==> config.mk <==
export PLATFORM = sky130hd
export DESIGN_NAME = aet_transmit_encoder
export DESIGN_NICKNAME = d
export VERILOG_FILES = /design/src/aet_pkg.sv /design/src/aet_bmc_encoder.sv /design/src/aet_block_buffer.sv /design/src/aet_transmit_encoder.sv
export SDC_FILE = /design/constraint.sdc
export NUM_CORES = 2
export LEC_CHECK = 0
export BUFFER_PORTS_ARGS = -buffer_cell sky130_fd_sc_hd__buf_4
export CAP_MARGIN = 20
export CORE_UTILIZATION = 35
export DETAILED_ROUTE_END_ITERATION = 10
export PLACE_DENSITY = 0.63
export SYNTH_ARGS = -nofsm -noshare
export SYNTH_HDL_FRONTEND = slang
export SYNTH_HIERARCHICAL = 1
export SYNTH_SLANG_ARGS = --single-unit
==> constraint.sdc <==
create_clock -name aclk -period 33 [get_ports aclk]
set_input_delay 6.6 -clock aclk [delete_from_list [all_inputs] [get_ports aclk]]
set_output_delay 6.6 -clock aclk [all_outputs]
set_load 0.02 [all_outputs]
==> src/aet_pkg.sv <==
// Shared types and constants of the AES3-style transmit encoder.
// Assumes a single 100 MHz clock domain and an AXI4-Lite register port.
package aet_pkg;

  // Register byte offsets
  localparam logic [7:0] ADDR_CTRL = 8'h00;
  localparam logic [7:0] ADDR_STATUS = 8'h04;
  localparam logic [7:0] ADDR_AUX = 8'h08;
  localparam logic [7:0] ADDR_BUF = 8'h40;
  localparam int unsigned BUF_WORDS = 24;
  localparam logic [4:0] BUF_WORD_LAST = 5'h17;

  // Frame geometry
  localparam int unsigned FRAMES_PER_BLOCK = 192;
  localparam logic [7:0] FRAME_LAST = 8'hBF;
  localparam logic [6:0] HALF_CELL_LAST = 7'h7F;
  localparam int unsigned AUDIO_BITS = 24;

  // Preamble half-cell patterns for a line that ended low
  localparam logic [7:0] PAT_X = 8'hE2;
  localparam logic [7:0] PAT_Y = 8'hE4;
  localparam logic [7:0] PAT_Z = 8'hE8;

  // Audio source codes
  localparam logic [1:0] SRC_PORT_A = 2'h0;
  localparam logic [1:0] SRC_PORT_B = 2'h1;
  localparam logic [1:0] SRC_RECEIVER = 2'h2;

  localparam logic [1:0] RESP_OKAY = 2'h0;
  localparam logic [1:0] RESP_SLVERR = 2'h2;
  localparam logic [31:0] CTRL_RESET = 32'h0000_0000;
  localparam logic [7:0] AUX_RESET = 8'h00;

  typedef struct packed {
    logic [13:0] rsvd;
    logic block_start_direction;
    logic [1:0] bypass_input_sel;
    logic logic_bypass;
    logic line_bypass;
    logic logic_output_disable;
    logic line_driver_disable;
    logic transmit_audio_mute;
    logic [1:0] status_user_source_sel;
    logic validity_source_sel;
    logic host_validity;
    logic word20;
    logic [1:0] frame_rate_divider_sel;
    logic master_clock_sel;
    logic [1:0] audio_source_sel;
  } aet_ctrl_t;

  typedef struct packed {
    logic v2;
    logic v1;
    logic [AUDIO_BITS-1:0] ch2;
    logic [AUDIO_BITS-1:0] ch1;
  } aet_audio_t;

  // Low bits first: status ch1, status ch2, user ch1, user ch2
  typedef struct packed {
    logic [FRAMES_PER_BLOCK-1:0] user2;
    logic [FRAMES_PER_BLOCK-1:0] user1;
    logic [FRAMES_PER_BLOCK-1:0] status2;
    logic [FRAMES_PER_BLOCK-1:0] status1;
  } aet_cs_user_t;

endpackage : aet_pkg

==> src/aet_bmc_encoder.sv <==
// Biphase-mark line coder with preamble insertion for one subframe slot.
// Assumes step pulses once per half cell and half_idx counts 0..63.
`timescale 1ns/100ps
module aet_bmc_encoder (
  // Clock and reset
  input wire logic aclk,
  input wire logic aresetn,
  // Slot feed
  input wire logic step,
  input wire logic [5:0] half_idx,
  input wire logic [7:0] pattern,
  input wire logic data_bit,
  // Line
  output logic line
);

  logic pol;

  always_ff @(posedge aclk)
  begin
    if (!aresetn)
    begin
      line <= 1'b0;
      pol <= 1'b0;
    end
    else if (step)
    begin
      if (half_idx == 6'h00)
      begin
        // Even parity leaves a known level; the pattern is relative to it
        pol <= line;
        line <= pattern[7] ^ line;
      end
      else if (half_idx < 6'h08)
        line <= pattern[~half_idx[2:0]] ^ pol;
      else if (!half_idx[0])
        line <= ~line;
      else if (data_bit)
        line <= ~line;
    end
  end
endmodule : aet_bmc_encoder

==> src/aet_block_buffer.sv <==
// Encoder feed buffer for channel status and user bits of one block.
// Assumes load pulses on the first frame of each block.
`timescale 1ns/100ps
module aet_block_buffer #(
  parameter int unsigned FRAMES = aet_pkg::FRAMES_PER_BLOCK
) (
  // Clock and reset
  input wire logic aclk,
  input wire logic aresetn,
  // Loading
  input wire logic load,
  input wire logic [1:0] src_rx,
  input wire aet_pkg::aet_cs_user_t host_bits,
  input wire aet_pkg::aet_cs_user_t rx_bits,
  // Readout
  input wire logic [7:0] frame_idx,
  output logic [3:0] bits_out
);

  logic [FRAMES-1:0] feed [4];
  logic [4*FRAMES-1:0] host_flat;
  logic [4*FRAMES-1:0] rx_flat;

  if (FRAMES != aet_pkg::FRAMES_PER_BLOCK)
    $error("block length must match the frame counter");

  assign host_flat = host_bits;
  assign rx_flat = rx_bits;

  for (genvar g = 0; g < 4; g++)
  begin : g_part
    always_ff @(posedge aclk)
    begin
      if (!aresetn)
        feed[g] <= '0;
      else if (load)
        // Receiver bits captured last block go out now: one block late
        feed[g] <= src_rx[g/2] ? rx_flat[g*FRAMES +: FRAMES] : host_flat[g*FRAMES +: FRAMES];
    end
    assign bits_out[g] = feed[g][frame_idx];
  end
endmodule : aet_block_buffer

==> src/aet_transmit_encoder.sv <==
// Two-channel AES3-family transmit encoder with AXI4-Lite control.
// Assumes all pin inputs are synchronous to aclk and master clocks run below 25 MHz.
//
// Operation
// - Frame holds two subframes, each fully formatted
// - Channel 1 uses X, channel 2 Y
// - First subframe of each block uses Z
// - Block is 192 frames, 24 status bytes per channel
// - Audio occupies positions 4..27, LSB first
// - Twenty-bit audio at 8..27, aux 4..7
// - Validity zero means sample usable
// - Parity makes positions 4..31 even
// - Data biphase-mark, preambles violate coding
// - Audio from port A, B, receiver; A default
// - Frame rate is master clock over 128..512
// - Status/user bits from host or receiver buffers
// - Receiver status/user bits lag audio one block
// - Validity from host bit or receiver
// - Outputs pick encoder or bypass line receiver
// - Disabled outputs held low
// - Mute zeroes audio and aux, recomputes parity
// - Block-start pin direction bit, input default
// - Block-start input forces Z next frame
// - Frame clock rises at each frame start
// - Block-start output high through frame 0, when driven
//
// The register offsets and the AXI4-Lite register port are this design's own decisions.
`timescale 1ns/100ps
module aet_transmit_encoder #(
  parameter int unsigned ADDR_W = 8
) (
  // Clock and reset
  input wire logic aclk,
  input wire logic aresetn,
  // AXI4-Lite register port
  input wire logic [ADDR_W-1:0] s_axi_awaddr,
  input wire logic s_axi_awvalid,
  output logic s_axi_awready,
  input wire logic [31:0] s_axi_wdata,
  input wire logic [3:0] s_axi_wstrb,
  input wire logic s_axi_wvalid,
  output logic s_axi_wready,
  output logic [1:0] s_axi_bresp,
  output logic s_axi_bvalid,
  input wire logic s_axi_bready,
  input wire logic [ADDR_W-1:0] s_axi_araddr,
  input wire logic s_axi_arvalid,
  output logic s_axi_arready,
  output logic [31:0] s_axi_rdata,
  output logic [1:0] s_axi_rresp,
  output logic s_axi_rvalid,
  input wire logic s_axi_rready,
  // Master clocks, sampled as levels
  input wire logic master_clock_in,
  input wire logic recovered_master_clock,
  // Audio and receiver side data
  input wire aet_pkg::aet_audio_t port_a_audio,
  input wire aet_pkg::aet_audio_t port_b_audio,
  input wire aet_pkg::aet_audio_t receiver_audio,
  input wire aet_pkg::aet_cs_user_t receiver_capture_buffer,
  input wire logic [3:0] line_receiver_in,
  // Line outputs
  output logic line_driver_out,
  output logic logic_output_out,
  // Frame and block timing pins
  output logic frame_clock_out,
  input wire logic block_start_pin_in,
  output logic block_start_pin_out,
  output logic block_start_pin_oe
);

  if (ADDR_W < 8)
    $error("address must reach the buffer window");

  aet_pkg::aet_ctrl_t ctrl;
  logic [7:0] aux;
  aet_pkg::aet_cs_user_t host_side_buffer;
  logic aw_got;
  logic w_got;
  logic [7:0] aw_addr;
  logic [31:0] w_data;
  logic [3:0] w_strb;
  logic wr_en;
  logic [31:0] rd_word;
  logic rd_ok;
  logic [7:0] ar_addr;

  function automatic logic is_buf(input logic [7:0] a);
    return a >= aet_pkg::ADDR_BUF && a[7:2] - aet_pkg::ADDR_BUF[7:2] <= 6'(aet_pkg::BUF_WORD_LAST);
  endfunction : is_buf

  function automatic logic is_mapped(input logic [7:0] a);
    return a[1:0] == 2'h0 && (a == aet_pkg::ADDR_CTRL || a == aet_pkg::ADDR_STATUS
      || a == aet_pkg::ADDR_AUX || is_buf(a));
  endfunction : is_mapped

  function automatic logic [31:0] merge(input logic [31:0] old, input logic [31:0] nw,
    input logic [3:0] strb);
    logic [31:0] r;
    r = old;
    for (int j = 0; j < 4; j++)
      if (strb[j])
        r[8*j +: 8] = nw[8*j +: 8];
    return r;
  endfunction : merge

  assign ar_addr = s_axi_araddr[7:0];
  assign wr_en = aw_got && w_got && !s_axi_bvalid;

  // Write channels: address and data taken in either order, answer after both
  always_ff @(posedge aclk)
  begin
    if (!aresetn)
    begin
      s_axi_awready <= 1'b0;
      s_axi_wready <= 1'b0;
      s_axi_bvalid <= 1'b0;
      s_axi_bresp <= aet_pkg::RESP_OKAY;
      aw_got <= 1'b0;
      w_got <= 1'b0;
      aw_addr <= 8'h00;
      w_data <= 32'h0000_0000;
      w_strb <= 4'h0;
    end
    else
    begin
      if (s_axi_awvalid && s_axi_awready)
      begin
        aw_got <= 1'b1;
        aw_addr <= s_axi_awaddr[7:0];
        s_axi_awready <= 1'b0;
      end
      else if (!aw_got && !s_axi_bvalid)
        s_axi_awready <= 1'b1;
      if (s_axi_wvalid && s_axi_wready)
      begin
        w_got <= 1'b1;
        w_data <= s_axi_wdata;
        w_strb <= s_axi_wstrb;
        s_axi_wready <= 1'b0;
      end
      else if (!w_got && !s_axi_bvalid)
        s_axi_wready <= 1'b1;
      if (wr_en)
      begin
        s_axi_bvalid <= 1'b1;
        s_axi_bresp <= is_mapped(aw_addr) ? aet_pkg::RESP_OKAY : aet_pkg::RESP_SLVERR;
      end
      else if (s_axi_bvalid && s_axi_bready)
      begin
        s_axi_bvalid <= 1'b0;
        aw_got <= 1'b0;
        w_got <= 1'b0;
      end
    end
  end

  // Control registers; reserved bits stay zero
  always_ff @(posedge aclk)
  begin
    if (!aresetn)
    begin
      ctrl <= aet_pkg::CTRL_RESET;
      aux <= aet_pkg::AUX_RESET;
    end
    else if (wr_en && aw_addr == aet_pkg::ADDR_CTRL)
    begin
      ctrl <= merge(ctrl, w_data, w_strb) & 32'h0003_FFFF;
    end
    else if (wr_en && aw_addr == aet_pkg::ADDR_AUX)
      aux <= 8'(merge({24'h00_0000, aux}, w_data, w_strb));
  end

  // Host-side status and user buffer, one byte lane per strobe
  always_ff @(posedge aclk)
  begin
    if (!aresetn)
      host_side_buffer <= '0;
    else if (wr_en && is_buf(aw_addr) && aw_addr[1:0] == 2'h0)
      for (int j = 0; j < 4; j++)
        if (w_strb[j])
          host_side_buffer[8*(4*(aw_addr[7:2] - aet_pkg::ADDR_BUF[7:2]) + j) +: 8]
            <= w_data[8*j +: 8];
  end

  // Timing state declared here because status reads show it
  logic mclk_q;
  logic mclk_edge;
  logic [1:0] div_cnt;
  logic tick;
  logic tick_d;
  logic [6:0] hc;
  logic [7:0] frame_idx;
  logic frame_start;
  logic force_pending;
  logic bs_in_q;
  logic bs_rise;

  always_comb
  begin
    rd_word = 32'h0000_0000;
    rd_ok = is_mapped(ar_addr);
    if (ar_addr == aet_pkg::ADDR_CTRL)
      rd_word = ctrl;
    else if (ar_addr == aet_pkg::ADDR_STATUS)
      rd_word = {16'h0000, force_pending, hc, frame_idx};
    else if (ar_addr == aet_pkg::ADDR_AUX)
      rd_word = {24'h00_0000, aux};
    else if (rd_ok)
      rd_word = host_side_buffer[32*(ar_addr[7:2] - aet_pkg::ADDR_BUF[7:2]) +: 32];
  end

  always_ff @(posedge aclk)
  begin
    if (!aresetn)
    begin
      s_axi_arready <= 1'b0;
      s_axi_rvalid <= 1'b0;
      s_axi_rdata <= 32'h0000_0000;
      s_axi_rresp <= aet_pkg::RESP_OKAY;
    end
    else if (s_axi_arvalid && s_axi_arready)
    begin
      s_axi_arready <= 1'b0;
      s_axi_rvalid <= 1'b1;
      s_axi_rdata <= rd_word;
      s_axi_rresp <= rd_ok ? aet_pkg::RESP_OKAY : aet_pkg::RESP_SLVERR;
    end
    else if (s_axi_rvalid && s_axi_rready)
      s_axi_rvalid <= 1'b0;
    else if (!s_axi_rvalid)
      s_axi_arready <= 1'b1;
  end

  // Master clock edges; a frame is 128 half cells, so each takes divider/128 edges
  assign mclk_edge = (ctrl.master_clock_sel ? recovered_master_clock : master_clock_in) && !mclk_q;
  assign frame_start = tick && hc == aet_pkg::HALF_CELL_LAST;
  assign bs_rise = block_start_pin_in && !bs_in_q && !ctrl.block_start_direction;

  always_ff @(posedge aclk)
  begin
    if (!aresetn)
    begin
      mclk_q <= 1'b0;
      div_cnt <= 2'h0;
      tick <= 1'b0;
      tick_d <= 1'b0;
    end
    else
    begin
      mclk_q <= ctrl.master_clock_sel ? recovered_master_clock : master_clock_in;
      tick <= mclk_edge && div_cnt == ctrl.frame_rate_divider_sel;
      tick_d <= tick;
      if (mclk_edge)
        div_cnt <= (div_cnt == ctrl.frame_rate_divider_sel) ? 2'h0 : div_cnt + 2'h1;
    end
  end

  // Half-cell and frame counters; reset lands just before a block start
  always_ff @(posedge aclk)
  begin
    if (!aresetn)
    begin
      hc <= aet_pkg::HALF_CELL_LAST;
      frame_idx <= aet_pkg::FRAME_LAST;
    end
    else if (tick)
    begin
      hc <= hc + 7'h01;
      if (frame_start)
        frame_idx <= (force_pending || bs_rise || frame_idx == aet_pkg::FRAME_LAST)
          ? 8'h00 : frame_idx + 8'h01;
    end
  end

  // A rise at a frame start is used at once, otherwise it waits one frame
  always_ff @(posedge aclk)
  begin
    if (!aresetn)
    begin
      force_pending <= 1'b0;
      bs_in_q <= 1'b0;
    end
    else
    begin
      bs_in_q <= block_start_pin_in;
      if (frame_start)
        force_pending <= 1'b0;
      else if (bs_rise)
        force_pending <= 1'b1;
    end
  end

  logic [3:0] su_bits;
  logic block_load;
  assign block_load = frame_start && (force_pending || bs_rise || frame_idx == aet_pkg::FRAME_LAST);

  aet_block_buffer #(
    .FRAMES(aet_pkg::FRAMES_PER_BLOCK)
  ) u_feed (
    .aclk(aclk),
    .aresetn(aresetn),
    .load(block_load),
    .src_rx(ctrl.status_user_source_sel),
    .host_bits(host_side_buffer),
    .rx_bits(receiver_capture_buffer),
    .frame_idx(frame_idx),
    .bits_out(su_bits)
  );

  // Subframe positions 4..31 as {P, C, U, V, audio}
  function automatic logic [27:0] build(input logic [23:0] s, input logic [3:0] a,
    input logic v, input logic u, input logic c, input logic mute, input logic w20);
    logic [23:0] d;
    d = mute ? 24'h00_0000 : (w20 ? {s[23:4], a} : s);
    return {^{c, u, v, d}, c, u, v, d};
  endfunction : build

  aet_pkg::aet_audio_t audio;
  logic v1;
  logic v2;
  logic [27:0] word1;
  logic [27:0] word2;

  always_comb
  begin
    case (ctrl.audio_source_sel)
      aet_pkg::SRC_PORT_B: audio = port_b_audio;
      aet_pkg::SRC_RECEIVER: audio = receiver_audio;
      default: audio = port_a_audio;
    endcase
  end

  // Zero marks a usable sample; receiver validity tracks frame by frame
  assign v1 = ctrl.validity_source_sel ? receiver_audio.v1 : ctrl.host_validity;
  assign v2 = ctrl.validity_source_sel ? receiver_audio.v2 : ctrl.host_validity;

  // Words latch just after frame start; data bits wait until slot 4
  always_ff @(posedge aclk)
  begin
    if (!aresetn)
    begin
      word1 <= 28'h000_0000;
      word2 <= 28'h000_0000;
    end
    else if (tick_d && hc == 7'h00)
    begin
      word1 <= build(audio.ch1, aux[3:0], v1, su_bits[2], su_bits[0],
        ctrl.transmit_audio_mute, ctrl.word20);
      word2 <= build(audio.ch2, aux[7:4], v2, su_bits[3], su_bits[1],
        ctrl.transmit_audio_mute, ctrl.word20);
    end
  end

  logic [7:0] pattern;
  logic [31:0] slot_word;
  logic enc_line;

  assign pattern = hc[6] ? aet_pkg::PAT_Y
    : (frame_idx == 8'h00 ? aet_pkg::PAT_Z : aet_pkg::PAT_X);
  assign slot_word = {(hc[6] ? word2 : word1), 4'h0};

  aet_bmc_encoder u_bmc (
    .aclk(aclk),
    .aresetn(aresetn),
    .step(tick_d),
    .half_idx(hc[5:0]),
    .pattern(pattern),
    .data_bit(slot_word[hc[5:1]]),
    .line(enc_line)
  );

  // Output selection and pins
  always_ff @(posedge aclk)
  begin
    if (!aresetn)
    begin
      line_driver_out <= 1'b0;
      logic_output_out <= 1'b0;
      frame_clock_out <= 1'b0;
      block_start_pin_out <= 1'b0;
      block_start_pin_oe <= 1'b0;
    end
    else
    begin
      line_driver_out <= !ctrl.line_driver_disable && (ctrl.line_bypass
        ? line_receiver_in[ctrl.bypass_input_sel] : enc_line);
      logic_output_out <= !ctrl.logic_output_disable && (ctrl.logic_bypass
        ? line_receiver_in[ctrl.bypass_input_sel] : enc_line);
      frame_clock_out <= !hc[6];
      block_start_pin_oe <= ctrl.block_start_direction;
      block_start_pin_out <= ctrl.block_start_direction && frame_idx == 8'h00;
    end
  end
endmodule : aet_transmit_encoder

Yosys cells after proc, flatten, opt, wreduce, memory -nomap -nowiden
Memories as Yosys holds them, arrays and structs flattened.
Cells that the tools add are included.
Cells by class
  add/sub/neg operators: 14
  magnitude comparators: 9
  eq/ne operators: 10
  shift operators: 9
  muxes and demuxes: 75
  bitwise logic cells: 12
  reduce and logical (&&, ||, !) cells: 67
Operator list (count)
  $mux 768: 10
  $bwmux 768: 4
  $shift 8x34->768 const A: 4
  $shiftx 8x34->768: 4
  $mux 192: 8
  $shiftx 768x33->32: 1
  $neg 32->34: 4
  $mux 32: 4
  $pmux 48 s2: 1
  $reduce_xor 27->1: 2
  $mux 24: 2
  $bmux 1 s8: 4
  $mux 1: 30
  $add 29x1->29 const B: 1
  $add 29x2->29 const B: 1
  $mux 28: 1
  $logic_and 1x1->1: 27
  $logic_not 8->1: 3
  $eq 8x3->1 const B: 2
  $eq 8x4->1 const B: 2
  $ge 8x7->1 const B: 2
  $mux 4: 4
  $reduce_and 2->1: 7
  $sub 6x5->7 const B: 2
  35 further kinds: 66
Storage, ports and cells
  flip-flop bits (word level): 966
  bits in writable memories: 768
  input port bits: 984
  output and inout port bits: 46
  word-level logic and storage cells: 247
  memories: 1
Memories
  u_feed.feed: depth 4, bits a word 192, rd ports 4, clocked after memory_dff 0, wr ports 4, RTL line aet_block_buffer.sv:20  | logic [FRAMES-1:0] feed [4];

Logic depth before layout (Yosys ltp)
  depth in word-level cells: 17
  mapped depth: 18
  gate-level depth less buffers: 14

Cells and area by module
Netlist, hierarchy kept.
Modules (own cells, without submodules)
  aet_transmit_encoder: instances 1, cells each 4865, area an instance 46798.6 um^2, sequential area each 19258.5 um^2
  aet_block_buffer: instances 1, cells each 3106, area an instance 40656.5 um^2, sequential area each 23062.1 um^2
  aet_bmc_encoder: instances 1, cells each 20, area an instance 206.4 um^2, sequential area each 40.0 um^2

Worst setup path before layout
No wires, ideal clock.
  path kind: input-to-reg
  start: in block_start_pin_in
  end: mem u_feed/feed[0][0] (netlist bit) (enable)
  setup time: 1.282 ns
  arrival time: 25.682 ns
  required time: 31.718 ns
  path slack: 6.036 ns
  cell stages on the path: 5
  buffers on the path: 0
  cells stage by stage: nor3b_1 -> nor2_1 -> and2_1 -> nor2_1 -> nand2b_1
RTL lines
  start: declaration: RTL line aet_transmit_encoder.sv:67  | input wire logic block_start_pin_in,
  end: declaration: RTL line aet_block_buffer.sv:20

==> out/results.txt <==
outcome = completed
largest family of logic cells by synthesized area = multiplexers
Ports = 1030
Synth area leaders = edfxtp_1 (26%), dfxtp_1 (22%), mux2i_1 (15%)
Post-CTS Setup Bufs = 0
Die H = 502.5 um
Worst VDD drop = 38.02 uV
drt wl/cell = 33.77 um
Post-Synth XOR/XNOR Area = 0.005481
Layout Nets = 9730
Placer Congestion = 1.024
dpl cells = 11850
Synth top area share = 0.2631
max_cap viols = 0
FILL cells = 23690
hold-fix buffers at CTS = 0
CTS H-tree depth = 4
Overflow after GRT = 0
largest net degree at the start of global routing = 212
crit path max fanout = 90
clock sinks = 1732
Clock transition at path regs = 0.06 ns
GRT Total Usage = 0.3169
max-slew violations = 0
via count = 71630
Pwr Total = 5.211 mW
CTS tree = yes
setup TNS = 0 ns
post-synthesis cell type count = 84
post-synthesis compound-gate area fraction = 0.07849
mux share of post-synthesis cell area = 0.2493
final hold vios = 0
post-layout min period = 10.62 ns
Synth Register Bits = 1732
port buffer count = 1023
synthesized cell area = 87660 sq um
initial antenna violation count = 83
Req. time, crit path = 33.55 ns
DRC = 0
area of the die = 252500 sq um
top post-synthesis cells by count = mux2i_1 (1316), nor2_1 (985), dfxtp_1 (964), edfxtp_1 (768), nand2_1 (682)
cell row count = 183
DR pass1 iterations = 7
relative slew slack = 0.1182
number of synthesized flops with an enable pin = 768
Tcrit/Tclk final = 0.3218
Area Growth Syn to Fin = 19.67%
Adder-Cell Fraction of Synth Area = 0.003511
number of global-route vias before repair = 67700
Crit path arrival time = 11.17 ns
Longest Clk Path Bufs = 3
pwr/cell area = 49.68 nW/um^2
Startpoint Class = input pin
Worst Hold Margin = 0.4653 ns
initial core utilization = 0.3522
Vias/cell = 5.840
share of cells above drive strength 1 = 0.2151
Worst-Margin Slew = 1.323 ns
number of buffers created by CTS = 193
final non-filler cell total = 12270
syn avg cell area = 10.97 sq um
crit path capture type = register
Die W = 502.5 um
Syn. warnings = 6
Setup violations, final = 0
Max Clock Freq = 94.17 MHz
Synth Instances = 7991
leakage = 34.85 nW
top-count cell post-synth = mux2i_1
Clock Skew = 0.02501 ns
Final HPWL DP = 313.4 mm
Synth area leader = edfxtp_1
post-CTS sizing = 0
final antenna-violating net count = 0
Worst Setup Path Type = input pin to register
asr flop ratio synth = 0
clk_lat worst skew = 0.89 ns
post-synthesis sequential area ratio = 0.4832
core area = 248900 sq um
Simple-Gate Fraction of Synth Area = 0.1484
final wirelength = 414.2 mm
hold crit path type = register to register
dominant synthesized flop cell = dfxtp_1
global-route wire length before repair = 551.7 mm
RSZ-0062 raised after global routing = false
clock root buffer = clkbuf_16
DRT iter0 DRCs = 9166
## through the flow
step                instance area [sq um]    util  setup slack, ns
finish                             104900  0.4215            22.38
global route                       104900  0.4214            22.16
CTS                                104700  0.4206            22.52
detailed placement                  98130  0.3943            21.57
global placement                    98070  0.3940            21.68
floorplan                           87690       -            6.036
## state kept, by name (all words and copies together), names as in the netlist, 18 cells and up
name,cells
u_feed/feed,768
ctrl,18
host_side_buffer,768
word2,28
w_data,32
s_axi_rdata,32
word1,28
## cell usage in the layout (no fill, tap or decap), types with 166 or more instances in the layout
master | Yosys | layout
mux2i_1 | 1316 | 1316
dfxtp_1 | 964 | 941
a21boi_0 | 398 | 398
nor2_1 | 985 | 981
nor2b_1 | 553 | 551
edfxtp_1 | 768 | 768
mux4_2 | 368 | 368
a21oi_1 | 166 | 166
nand3_1 | 357 | 357
buf_4 | 17 | 1145
clkbuf_16 | 0 | 199
nand2_1 | 682 | 680
## cell type report
cell class | count | area (sq um) | area share
Antenna cell | 43 | 107.6 | 0.001026
Clock inverter | 78 | 958.4 | 0.009136
Sequential cell | 1732 | 42400 | 0.4042
Multi-Input combinational cell | 5581 | 42620 | 0.4063
Timing Repair Buffer | 1160 | 8855 | 0.08441
Clock buffer | 287 | 5590 | 0.05329
Inverter | 54 | 202.7 | 0.001932
Tap cell | 3330 | 4167 | 0.03972
## final timing paths
path	startpoint	end	slack (ns)	depth (start not counted)
hold reg to reg	s_axi_rdata[7]	s_axi_rdata[7]	0.47	2
hold / removal	s_axi_rdata[7]	s_axi_rdata[7]	0.47	2
setup / recovery	block_start_pin_in	u_feed/feed[0][12]	22.38	10
setup reg to reg	frame_idx[1]	word2[27]	25.70	16
## report_power, final
part / leakage, nW / switching, mW / internal (mW)
logic: 15.9 / 0.374 / 0.218
clock network: 3.19 / 0.961 / 1.30
registers: 15.8 / 0.0488 / 2.31
## per-layer routing
metal  share of wire  routed length (um)  track usage  up-vias
met3           0.094               39110      0.07211      997
met4           0.088               36610       0.2471       46
met1            0.38              157400       0.3935    35630
met2            0.44              180800       0.4761     4489
li1                -                   -            -    30470
met5         0.00064                 265            0        -
## logic make-up after synthesis
group                      after synthesis
and+or+nand+nor                       2808
other                                    2
AOI/OAI and AO/OA                      977
adders and majority gates               24
xor gates and xnor gates                47
muxes                                 1716
DFF                                   1732
buffers and inverters                  685
## critical path: stages
cell and delay, ns:
buf_4 0.11, nor3b_1 0.13, nor2_1 0.23, and2_1 0.24, nor2_1 0.12, nand2_4 0.65, buf_4 0.80, buf_4 0.88
buf_4 0.90, nor2_1 0.33
Note: power is estimated with default switching activity, not from simulation.
